==> src/rtl/sysctl_pkg.sv <==
package sysctl_pkg;

    // Register byte offsets.
    localparam logic [11:0] OFS_BOOT      = 12'h000;
    localparam logic [11:0] OFS_RST       = 12'h004;
    localparam logic [11:0] OFS_PWR       = 12'h008;
    localparam logic [11:0] OFS_CLK       = 12'h00c;
    localparam logic [11:0] OFS_DPIN      = 12'h014;
    localparam logic [11:0] OFS_DBG       = 12'h01c;
    localparam logic [11:0] OFS_WRISE     = 12'h020;
    localparam logic [11:0] OFS_WFALL     = 12'h024;
    localparam logic [11:0] OFS_WPEND     = 12'h028;
    localparam logic [11:0] OFS_PDIV      = 12'h038;
    localparam logic [11:0] OFS_SRST      = 12'h040;
    localparam logic [11:0] OFS_FRST      = 12'h050;
    localparam logic [11:0] OFS_SCLK      = 12'h060;
    localparam logic [11:0] OFS_FCLK      = 12'h070;
    localparam logic [11:0] OFS_HALT      = 12'h080;
    localparam logic [11:0] OFS_ID        = 12'h100;

    // Field positions in the reset cause and request register.
    localparam int BIT_CAUSE_LP   = 31;
    localparam int BIT_CAUSE_WWD  = 30;
    localparam int BIT_CAUSE_IWD  = 29;
    localparam int BIT_CAUSE_SW   = 28;
    localparam int BIT_CAUSE_POR  = 27;
    localparam int BIT_CAUSE_PIN  = 26;
    localparam int BIT_CAUSE_EXT  = 25;
    localparam int BIT_CAUSE_CLR  = 24;
    localparam int BIT_EXT_ALLOW  = 1;
    localparam int BIT_SW_TRIG    = 0;

    // Field positions in the oscillator, PLL and flash clock register.
    localparam int BIT_PLL_RDY    = 6;
    localparam int BIT_PLL_ON     = 5;
    localparam int BIT_XTAL_RDY   = 4;
    localparam int BIT_XTAL_BYP   = 3;
    localparam int BIT_XTAL_ON    = 2;
    localparam int POS_DIV_HIGH   = 12;
    localparam int POS_DIV_LOW    = 8;

    // Field positions in the debug freeze register.
    localparam int BIT_FRZ_CAL    = 4;
    localparam int BIT_FRZ_DOG    = 3;

    // Widths.
    localparam int SLOW_UNITS     = 29;
    localparam int FAST_UNITS     = 4;
    localparam int WAKE_SRCS      = 9;

    // Halt-capable units: watchdog 1, timers 15:14, general timers 20:16, CAN 26.
    localparam logic [28:0] HALT_MASK = 29'h041f_c002;

    // Reset values and timing.
    localparam logic [31:0] ZERO_WORD     = 32'h0000_0000;
    localparam logic [2:0]  BOOT_EDGE     = 3'h4;
    localparam logic [31:0] ID_DEFAULT    = 32'h1234_5678;   // Arbitrary value.

    // Low-power mode encodings.
    typedef enum logic [1:0] {
        MODE_SLEEP   = 2'b00,
        MODE_STOP    = 2'b01,
        MODE_RSVD    = 2'b10,
        MODE_STANDBY = 2'b11
    } sleep_depth_t;

    // Register access port.
    typedef struct packed {
        logic [11:0] addr;
        logic [31:0] wdata;
        logic        wr;
        logic        rd;
    } bus_req_t;

    // Reset cause inputs, one cycle pulses or levels from the reset logic.
    typedef struct packed {
        logic lowpower;
        logic window_dog;
        logic indep_dog;
        logic poweron;
        logic pin;
        logic extlogic;
    } cause_in_t;

    // Clock control outputs.
    typedef struct packed {
        logic       pll_on;
        logic       xtal_power;
        logic       xtal_bypass;
        logic [3:0] flash_div;
        logic [3:0] periph_bus_div;
    } clk_ctl_t;

endpackage

==> src/rtl/system_control_registers.sv <==
// The plain strobed port is this design's own decision.
`timescale 1ns/1ps
module system_control_registers #(
    parameter logic [31:0] CHIP_ID = sysctl_pkg::ID_DEFAULT
) (
    input  wire logic                      sys_clk,
    input  wire logic                      reset,
    input  wire sysctl_pkg::bus_req_t      bus,
    output logic [31:0]                    rdata,
    input  wire logic                      boot_select_pin_a,
    input  wire logic                      boot_select_pin_b,
    input  wire sysctl_pkg::cause_in_t     cause_in,
    input  wire logic                      extlogic_reset_req,
    input  wire logic                      pll_locked,
    input  wire logic                      xtal_stable,
    input  wire logic [7:0]                external_interrupt_lines,
    input  wire logic                      rtc_alarm,
    input  wire logic                      core_halted,
    output logic                           reset_request,
    output logic [1:0]                     sleep_depth_select,
    output sysctl_pkg::clk_ctl_t           clk_ctl,
    output logic [4:0]                     debug_pin_release,
    output logic                           freeze_calendar,
    output logic                           freeze_indep_dog,
    output logic [8:0]                     wake_event_pending,
    output logic [28:0]                    slow_unit_reset,
    output logic [3:0]                     fast_unit_reset,
    output logic [28:0]                    slow_unit_clock_en,
    output logic [3:0]                     fast_unit_clock_en
);
    import sysctl_pkg::*;

    ////////////////////////////////////////////////////////////////////////////
    // Input synchronisers.

    logic [1:0]  boot_s1_reg;
    logic [1:0]  boot_s2_reg;
    logic [5:0]  cause_s1_reg;
    logic [5:0]  cause_s2_reg;
    logic [2:0]  misc_s1_reg;
    logic [2:0]  misc_s2_reg;
    logic [8:0]  wake_s1_reg;
    logic [8:0]  wake_s2_reg;
    logic [8:0]  wake_prev_reg;
    logic [2:0]  boot_count_reg;
    logic [1:0]  boot_mode_reg;
    logic [6:0]  cause_reg;
    logic        ext_allow_reg;
    logic [1:0]  depth_reg;
    logic [3:0]  div_high_reg;
    logic [3:0]  div_low_reg;
    logic [2:0]  osc_reg;
    logic [4:0]  dpin_reg;
    logic [1:0]  frz_reg;
    logic [8:0]  wrise_reg;
    logic [8:0]  wfall_reg;
    logic [8:0]  wpend_reg;
    logic [3:0]  pdiv_reg;
    logic [28:0] srst_reg;
    logic [3:0]  frst_reg;
    logic [28:0] sclk_reg;
    logic [3:0]  fclk_reg;
    logic [28:0] halt_reg;
    logic        halt_s1_reg;
    logic        halt_s2_reg;
    logic [31:0] rdata_next;
    logic        wr_rst;
    logic [8:0]  wake_hit;

    // Two flip-flops on every input coming from outside the clock domain.
    always_ff @(posedge sys_clk) begin
        boot_s1_reg  <= {boot_select_pin_b, boot_select_pin_a};
        boot_s2_reg  <= boot_s1_reg;
        cause_s1_reg <= cause_in;
        cause_s2_reg <= cause_s1_reg;
        misc_s1_reg  <= {extlogic_reset_req, pll_locked, xtal_stable};
        misc_s2_reg  <= misc_s1_reg;
        wake_s1_reg  <= {rtc_alarm, external_interrupt_lines};
        wake_s2_reg  <= wake_s1_reg;
        halt_s1_reg  <= core_halted;
        halt_s2_reg  <= halt_s1_reg;
    end

    ////////////////////////////////////////////////////////////////////////////
    // Boot mode capture.

    always_ff @(posedge sys_clk) begin
        if (reset) begin
            boot_count_reg <= 3'h0;
            boot_mode_reg  <= 2'h0;
        end else if (boot_count_reg != BOOT_EDGE) begin
            boot_count_reg <= boot_count_reg + 3'h1;
            if (boot_count_reg == BOOT_EDGE - 3'h1) begin
                boot_mode_reg <= boot_s2_reg;
            end
        end
    end

    ////////////////////////////////////////////////////////////////////////////
    // Reset causes and requests.

    assign wr_rst = bus.wr && (bus.addr == OFS_RST);

    // flags survive reset
    // Flags are not cleared by system reset; power-on sets its own flag and
    // clears the rest, and a new cause wins over a simultaneous clear.
    always_ff @(posedge sys_clk) begin
        if (cause_s2_reg[2]) begin
            cause_reg <= 7'h04;
        end else begin
            cause_reg <= (wr_rst && bus.wdata[BIT_CAUSE_CLR]) ? 7'h00 : cause_reg;
            if (cause_s2_reg[5]) cause_reg[6] <= 1'b1;
            if (cause_s2_reg[4]) cause_reg[5] <= 1'b1;
            if (cause_s2_reg[3]) cause_reg[4] <= 1'b1;
            if (wr_rst && bus.wdata[BIT_SW_TRIG]) cause_reg[3] <= 1'b1;
            if (cause_s2_reg[1]) cause_reg[1] <= 1'b1;
            if (cause_s2_reg[0] || (ext_allow_reg && misc_s2_reg[2])) cause_reg[0] <= 1'b1;
        end
    end

    always_ff @(posedge sys_clk) begin
        if (reset) begin
            ext_allow_reg <= 1'b0;
            reset_request <= 1'b0;
        end else begin
            if (wr_rst) ext_allow_reg <= bus.wdata[BIT_EXT_ALLOW];
            reset_request <= (wr_rst && bus.wdata[BIT_SW_TRIG]) || (ext_allow_reg && misc_s2_reg[2]);
        end
    end

    ////////////////////////////////////////////////////////////////////////////
    // Control registers written by software.

    // Read-write fields; the halt field keeps only the HALT_MASK bits.
    always_ff @(posedge sys_clk) begin
        if (reset) begin
            depth_reg    <= 2'h0;
            div_high_reg <= 4'h0;
            div_low_reg  <= 4'h0;
            osc_reg      <= 3'h0;
            dpin_reg     <= 5'h00;
            frz_reg      <= 2'h0;
            wrise_reg    <= 9'h000;
            wfall_reg    <= 9'h000;
            pdiv_reg     <= 4'h0;
            srst_reg     <= 29'h0000_0000;
            frst_reg     <= 4'h0;
            sclk_reg     <= 29'h0000_0000;
            fclk_reg     <= 4'h0;
            halt_reg     <= 29'h0000_0000;
        end else if (bus.wr) begin
            case (bus.addr)
                OFS_PWR: depth_reg <= bus.wdata[1:0];
                OFS_CLK: begin
                    div_high_reg <= bus.wdata[POS_DIV_HIGH +: 4];
                    div_low_reg  <= bus.wdata[POS_DIV_LOW +: 4];
                    osc_reg      <= {bus.wdata[BIT_PLL_ON], bus.wdata[BIT_XTAL_BYP], bus.wdata[BIT_XTAL_ON]};
                end
                OFS_DPIN: dpin_reg <= bus.wdata[4:0];
                OFS_DBG: frz_reg <= {bus.wdata[BIT_FRZ_CAL], bus.wdata[BIT_FRZ_DOG]};
                OFS_WRISE: wrise_reg <= bus.wdata[8:0];
                OFS_WFALL: wfall_reg <= bus.wdata[8:0];
                OFS_PDIV: pdiv_reg <= bus.wdata[3:0];
                OFS_SRST: srst_reg <= bus.wdata[28:0];
                OFS_FRST: frst_reg <= bus.wdata[3:0];
                OFS_SCLK: sclk_reg <= bus.wdata[28:0];
                OFS_FCLK: fclk_reg <= bus.wdata[3:0];
                OFS_HALT: halt_reg <= bus.wdata[28:0] & HALT_MASK;
                default: ;
            endcase
        end
    end

    ////////////////////////////////////////////////////////////////////////////
    // Wake events.

    assign wake_hit = (wrise_reg & wake_s2_reg & ~wake_prev_reg)
                    | (wfall_reg & ~wake_s2_reg & wake_prev_reg);

    // write one clears
    // A new event in the clear cycle keeps its bit set.
    always_ff @(posedge sys_clk) begin
        if (reset) begin
            wake_prev_reg <= 9'h000;
            wpend_reg     <= 9'h000;
        end else begin
            wake_prev_reg <= wake_s2_reg;
            wpend_reg     <= (wpend_reg & ~((bus.wr && bus.addr == OFS_WPEND) ? bus.wdata[8:0] : 9'h000))
                           | wake_hit;
        end
    end

    ////////////////////////////////////////////////////////////////////////////
    // Outputs, all registered.

    always_ff @(posedge sys_clk) begin
        if (reset) begin
            sleep_depth_select <= MODE_SLEEP;
            clk_ctl            <= '0;
            debug_pin_release  <= 5'h00;
            freeze_calendar    <= 1'b0;
            freeze_indep_dog   <= 1'b0;
            wake_event_pending <= 9'h000;
            slow_unit_reset    <= 29'h0000_0000;
            fast_unit_reset    <= 4'h0;
            slow_unit_clock_en <= 29'h0000_0000;
            fast_unit_clock_en <= 4'h0;
        end else begin
            sleep_depth_select     <= depth_reg;
            clk_ctl.pll_on         <= osc_reg[2];
            clk_ctl.xtal_bypass    <= osc_reg[1];
            clk_ctl.xtal_power     <= osc_reg[0];
            clk_ctl.flash_div      <= div_high_reg;
            clk_ctl.periph_bus_div <= pdiv_reg;
            debug_pin_release      <= dpin_reg;
            freeze_calendar        <= frz_reg[1] && halt_s2_reg;
            freeze_indep_dog       <= frz_reg[0] && halt_s2_reg;
            wake_event_pending     <= wpend_reg;
            slow_unit_reset        <= srst_reg;
            fast_unit_reset        <= frst_reg;
            // Halt bits gate clocks only while the core sits in debug.
            slow_unit_clock_en     <= sclk_reg & ~(halt_s2_reg ? halt_reg : 29'h0000_0000);
            fast_unit_clock_en     <= fclk_reg;
        end
    end

    ////////////////////////////////////////////////////////////////////////////
    // Read port, data one cycle after the strobe.

    always_comb begin
        rdata_next = ZERO_WORD;
        case (bus.addr)
            OFS_BOOT:  rdata_next[1:0] = boot_mode_reg;
            OFS_RST:   rdata_next = {cause_reg, 1'b0, 22'h00_0000, ext_allow_reg, 1'b0};
            OFS_PWR:   rdata_next[1:0] = depth_reg;
            OFS_CLK:   rdata_next[15:0] = {div_high_reg, div_low_reg, 1'b0, misc_s2_reg[1], osc_reg[2],
                                           misc_s2_reg[0], osc_reg[1], osc_reg[0], 2'b00};
            OFS_DPIN:  rdata_next[4:0] = dpin_reg;
            OFS_DBG:   rdata_next[4:3] = frz_reg;
            OFS_WRISE: rdata_next[8:0] = wrise_reg;
            OFS_WFALL: rdata_next[8:0] = wfall_reg;
            OFS_WPEND: rdata_next[8:0] = wpend_reg;
            OFS_PDIV:  rdata_next[3:0] = pdiv_reg;
            OFS_SRST:  rdata_next[28:0] = srst_reg;
            OFS_FRST:  rdata_next[3:0] = frst_reg;
            OFS_SCLK:  rdata_next[28:0] = sclk_reg;
            OFS_FCLK:  rdata_next[3:0] = fclk_reg;
            OFS_HALT:  rdata_next[28:0] = halt_reg;
            OFS_ID:    rdata_next = CHIP_ID;
            default:   rdata_next = ZERO_WORD;
        endcase
    end

    always_ff @(posedge sys_clk) begin
        if (reset) begin
            rdata <= ZERO_WORD;
        end else begin
            rdata <= bus.rd ? rdata_next : ZERO_WORD;
        end
    end

endmodule

==> config.mk <==
export PLATFORM = sky130hd
export DESIGN_NAME = system_control_registers
export DESIGN_NICKNAME = d
export VERILOG_FILES = /design/src/rtl/sysctl_pkg.sv /design/src/rtl/system_control_registers.sv
export SDC_FILE = /design/constraint.sdc
export NUM_CORES = 1
export LEC_CHECK = 0
export BUFFER_PORTS_ARGS = -buffer_cell sky130_fd_sc_hd__clkbuf_2
export CORE_UTILIZATION = 50
export DETAILED_ROUTE_END_ITERATION = 10
export GPL_TIMING_DRIVEN = 0
export PLACE_DENSITY = 0.8
export SLEW_MARGIN = 10
export SYNTH_ARGS = -nofsm -noshare
export SYNTH_HDL_FRONTEND = slang
export SYNTH_SLANG_ARGS = --single-unit
==> constraint.sdc <==
create_clock -name sys_clk -period 3 [get_ports sys_clk]
set_input_delay 0.75 -clock sys_clk [delete_from_list [all_inputs] [get_ports sys_clk]]
set_output_delay 0.75 -clock sys_clk [all_outputs]
set_load 0.01 [all_outputs]
After elaboration in Yosys (flattened, before gate mapping)
Cells that the tools add are included. W data, S select, Z words.

Memories: 0. Register bits: 318. Latch bits: 0. Memory bits (read-only): 0. Input bits: 69. RAM bits: 0. Output and inout port bits: 128.

Equality and inequality tests: 17. Shifts and indexed selects: 0. Order comparisons: 0. Bitwise gates (word level): 14. Mux-type cells: 16. Div/mod/pow operators: 0. Add/subtract/negate cells: 1. $mul: 0. Reductions and logical operators: 31.

Operator list (number): $pmux W13 S5 (1); $eq A12 B6 Y1 const B (4); $eq A12 B7 Y1 const B (4); $and A9 B9 Y9 (5); $pmux W7 S5 (1); $and A29 B29 Y29 (1); $not A27 Y29 (1); $pmux W4 S7 (1); $mux W27 (1); $not A9 Y9 (3); $pmux W2 S13 (1); $reduce_and A2 Y1 (13); $eq A12 B4 Y1 const B (2); $eq A12 B5 Y1 const B (2); $or A9 B9 Y9 (2); $eq A12 B3 Y1 const B (1); $eq A12 B8 Y1 const B (1); $eq A12 B9 Y1 const B (1); $logic_not A12 Y1 (1); $pmux W1 S12 (1); $reduce_bool A2 Y1 (6); $pmux W1 S10 (1); $mux W9 (1); $pmux W1 S9 (1); other kinds (10) (23).

Longest topological paths before layout
Word-level depth: 6. Mapped depth: 9. Mapped depth without buffers: 5.

Worst setup path before layout
No wires, ideal clock.

Kind: input port to flip-flop. From: input port bus[37] (netlist name). To: register sclk_reg[15]. Arrival: 2473 ps. Path slack: 395 ps. Setup time: 132 ps. Data required time: 2868 ps. Stages on the path: 9. Cell sequence: buf_6 or4_1 buf_2 nor4_4 nand2_1 clkbuf_1 clkbuf_1 nand2_1 a21oi_1.

Cells in the longest elaborated chain, start to end: 2.

RTL lines: from (decl) (RTL line system_control_registers.sv:8) `input wire sysctl_pkg::bus_req_t bus,`; $eq A12 B7 Y1 (RTL line system_control_registers.sv:152) `case (bus.addr)`; $reduce_and A2 Y1 (no source line); to (signal assigned) (RTL line system_control_registers.sv:166) `OFS_SCLK: sclk_reg <= bus.wdata[28:0];`; to (decl) (RTL line system_control_registers.sv:61) `logic [28:0] sclk_reg;`.

Every way passes these cells. A chain may end at the register's enable or synchronous reset.

Worst setup path in the final report
From: input port bus[36] (netlist name). To: register rdata[6].

Cells in the longest elaborated chain, start to end: 2.

RTL lines: $eq A12 B9 Y1, or another cell as far along (RTL line system_control_registers.sv:232) `case (bus.addr)`; $pmux W4 S7 * (RTL line system_control_registers.sv:232); to (signal assigned) (RTL line system_control_registers.sv:258) `rdata <= bus.rd ? rdata_next : ZERO_WORD;`; to (decl) (RTL line system_control_registers.sv:9) `output logic [31:0] rdata,`.

Mark *: on every way between the ends. The rest lies on a longest branch, timed or not.

==> impl_metrics.yaml <==
power:
  power_density_mw_per_mm2: 660
  leakagePower_uw: 0.00529
  peakVddDrop_mv: 0.520
  power_uw: 8820
yosys:
  syn_avg_cell_area_um2: 9.41
  ys_seq_area_frac: 0.581
  synth_area_leader_cell: "dfxtp_1"
  syn_nets: 1237
  synth_cells: 1165
  synth_top_family_by_area: "simple AND/OR/NAND/NOR gates"
  async_reset_ff_frac: 0
  synth_edf_count: 0
  ys_types: 57
  synthTopCellsByArea: "dfxtp_1, nand2_1, a21oi_1"
  synthSimpleGateAreaFrac: 0.212
  synth_top_area_share: 0.581
  synthFlopType: "dfxtp_1"
  yosysWarnings: 0
  synthMuxAreaShare: 0.0388
  ys_ff_latch: 318
  synth_compound_area_frac: 0.126
  synth_xor_area_frac: 0.00160
  syn_area_mm2: 0.0110
  synthAdderAreaFrac: 0.00342
clocking:
  root_buffer: "clkbuf_16"
  worst_skew_pair.late_latency_ns: 0.51
  clock_sinks: 318
  numCtsBuffers: 34
  cts_tree: "built"
  clk_pin_slew_ns: 0.06
  cts_setup_buffers: 0
  htreeDepth: 2
  clockBufferDepth: 3
setup_path:
  path_max_fanout: 10
  worst_ep_arrival_time_ns: 3.31
  end_kind: "register"
  critPathRequiredTime_ns: 3.41
  crit_type: "in -> reg"
  start_kind: "primary input"
final_layout:
  top_register: "rdata"
  nets: 1461
  antenna_cells: 0
  largest_reg_flops: 32
  multi_input_area_mm2: 0.00421
  fill_cells: 1784
  final_cell_mix: "dfxtp_1, nand2_1, clkbuf_2"
  final_layout_size_suffix_gt1_frac: 0.196
  final_common_cell: "dfxtp_1"
  syn_to_final_growth_pct: 21.9
  seqCellArea_mm2: 0.00637
global_routing:
  track_usage: 0.307
  grt_pass1_wl_um: 51600
  grt_overflow: 0
  grt_pass1_vias: 8965
  antenna_found_initial: 1
  grt_max_degree: 15
placement:
  portBuffers: 188
  place.gp.congestion: 0.945
  dpl.hpwl_um: 24800
floorplan:
  design.core.area_mm2: 0.0213
  initial_core_util: 0.515
  die_w_um: 150
  io_pins: 197
  rows: 53
  die_h_um: 150
  dieArea_mm2: 0.0225
worst_hold_path:
  hp-class: "reg -> reg"
run:
  drv_cap: 0
sta:
  slew-limit-headroom: 0.395
  rsz0062_at_grt: "no"
  clock.fmax_mhz: 344
  finalMaxSlewViolations: 0
  fin_crit_sh: 0.968
  final_hold_viol_count: 0
  setup_viol: 0
  fin_skew_ns: 0.0214
  timing_worst_slew_pin_value_ns: 0.908
  post-route-min-period_ns: 2.90
  whs_ns: 0.316
drt:
  routedWlPerCell_um: 20.5
  wl_um: 34500
  drcViolationCount: 0
  dr.pass1.iters: 6
  vias: 9514
  antenna_left: 0
  vias_per_cell: 5.64
  drt-initial-drc-count: 926
run_status:
  status: "complete, no violations"
## kinds of logic (layout without fill, tap and decap cells)
group / Yosys count / after routing
AO/OA/AOI/OAI: 232 / 232
AND/OR/NAND/NOR: 473 / 473
multiplexers: 42 / 42
XOR/XNOR: 2 / 2
adder cells (fa/ha/maj): 3 / 3
buffers and inverters: 95 / 341
flip-flops: 318 / 318
## where the power goes
| part | leakage (uW) | switching (uW) | internal (uW) |
|---|---|---|---|
| logic | 0.00217 | 254 | 107 |
| registers | 0.00258 | 36.2 | 4290 |
| clock network | 0.000536 | 1650 | 2490 |
| total | 0.00529 | 1940 | 6880 |
## worst max-delay path, cell delays in order
cell and delay [ns]:
clkbuf_2 0.08, clkbuf_1 0.22, nor4_2 0.59, and2_1 0.30, and3_1 0.21, clkbuf_1 0.63
a221oi_1 0.28, a21oi_1 0.24
## per-stage QoR
step / setup slack [ns] / cells / util / TNS, ns / area, um2
after floorplan: 0.395 / 1165 / - / 0 / 11000
after global placement: -0.692 / 1628 / 0.575 / -20.46 / 12200
after detailed placement: -0.572 / 1628 / 0.575 / -16.79 / 12200
after CTS: 0.0757 / 1686 / 0.628 / 0 / 13400
after global routing: 0.00405 / 1686 / 0.628 / 0 / 13400
final: 0.0957 / 1686 / 0.628 / 0 / 13400
## path summary, 6_finish.rpt
check | from | end | slack, ns | depth (start not counted)
setup reg to reg | wpend_reg[6]$_SDFF_PP0_ | rdata[6]$_SDFF_PP0_ | 1.46 | 3
setup / recovery | bus[36] | rdata[6]$_SDFF_PP0_ | 0.1 | 8
hold / removal | wake_s1_reg[3]$_DFF_P_ | wake_s2_reg[3]$_DFF_P_ | 0.32 | 0
hold reg to reg | wake_s1_reg[3]$_DFF_P_ | wake_s2_reg[3]$_DFF_P_ | 0.32 | 0
## cell usage after synthesis, types with 2 or more instances
cell,number
dfxtp_1,318
nand2_1,198
a21oi_1,141
nor2b_1,100
nor2_1,58
clkbuf_1,53
nand3_1,50
mux2i_1,38
o21ai_0,22
a22oi_1,21
buf_2,14
inv_1,13
and3_1,10
a211oi_1,9
a222oi_1,9
nand3b_1,9
nor3_1,9
a221oi_1,8
buf_1,8
and2_1,5
buf_4,5
nand2b_1,5
nor4_1,5
a32oi_1,4
mux2_2,4
nand4_1,4
a22o_1,3
ha_1,3
or2_2,3
or4_1,3
and3b_1,2
buf_6,2
nor3_2,2
nor4_4,2
o21ai_1,2
or4b_2,2
## routing by layer
metal	vias up	track usage	routed length (um)
met1	4522	0.415	14500
li1	4406	-	-
met2	512	0.486	15700
met3	72	0.0674	3490
met4	2	0.101	820
met5	-	0	11
## final cells by class
type / count / area share
clock buffer: 47 / 0.0711
multi-input combinational: 752 / 0.315
tap: 275 / 0.0257
buffer: 82 / 0.0269
sequential: 318 / 0.476
inverter: 13 / 0.00365
timing repair buffer: 188 / 0.0704
clock inverter: 11 / 0.0113
## what timing repair did
item | in CTS | in global routing
resized for setup | 2 | 1
endpoints found under the setup margin | 2 | 4
gates cloned | 0 | 0
hold buffers | 0 | 0
Note: power is estimated with default switching activity, not from simulation.
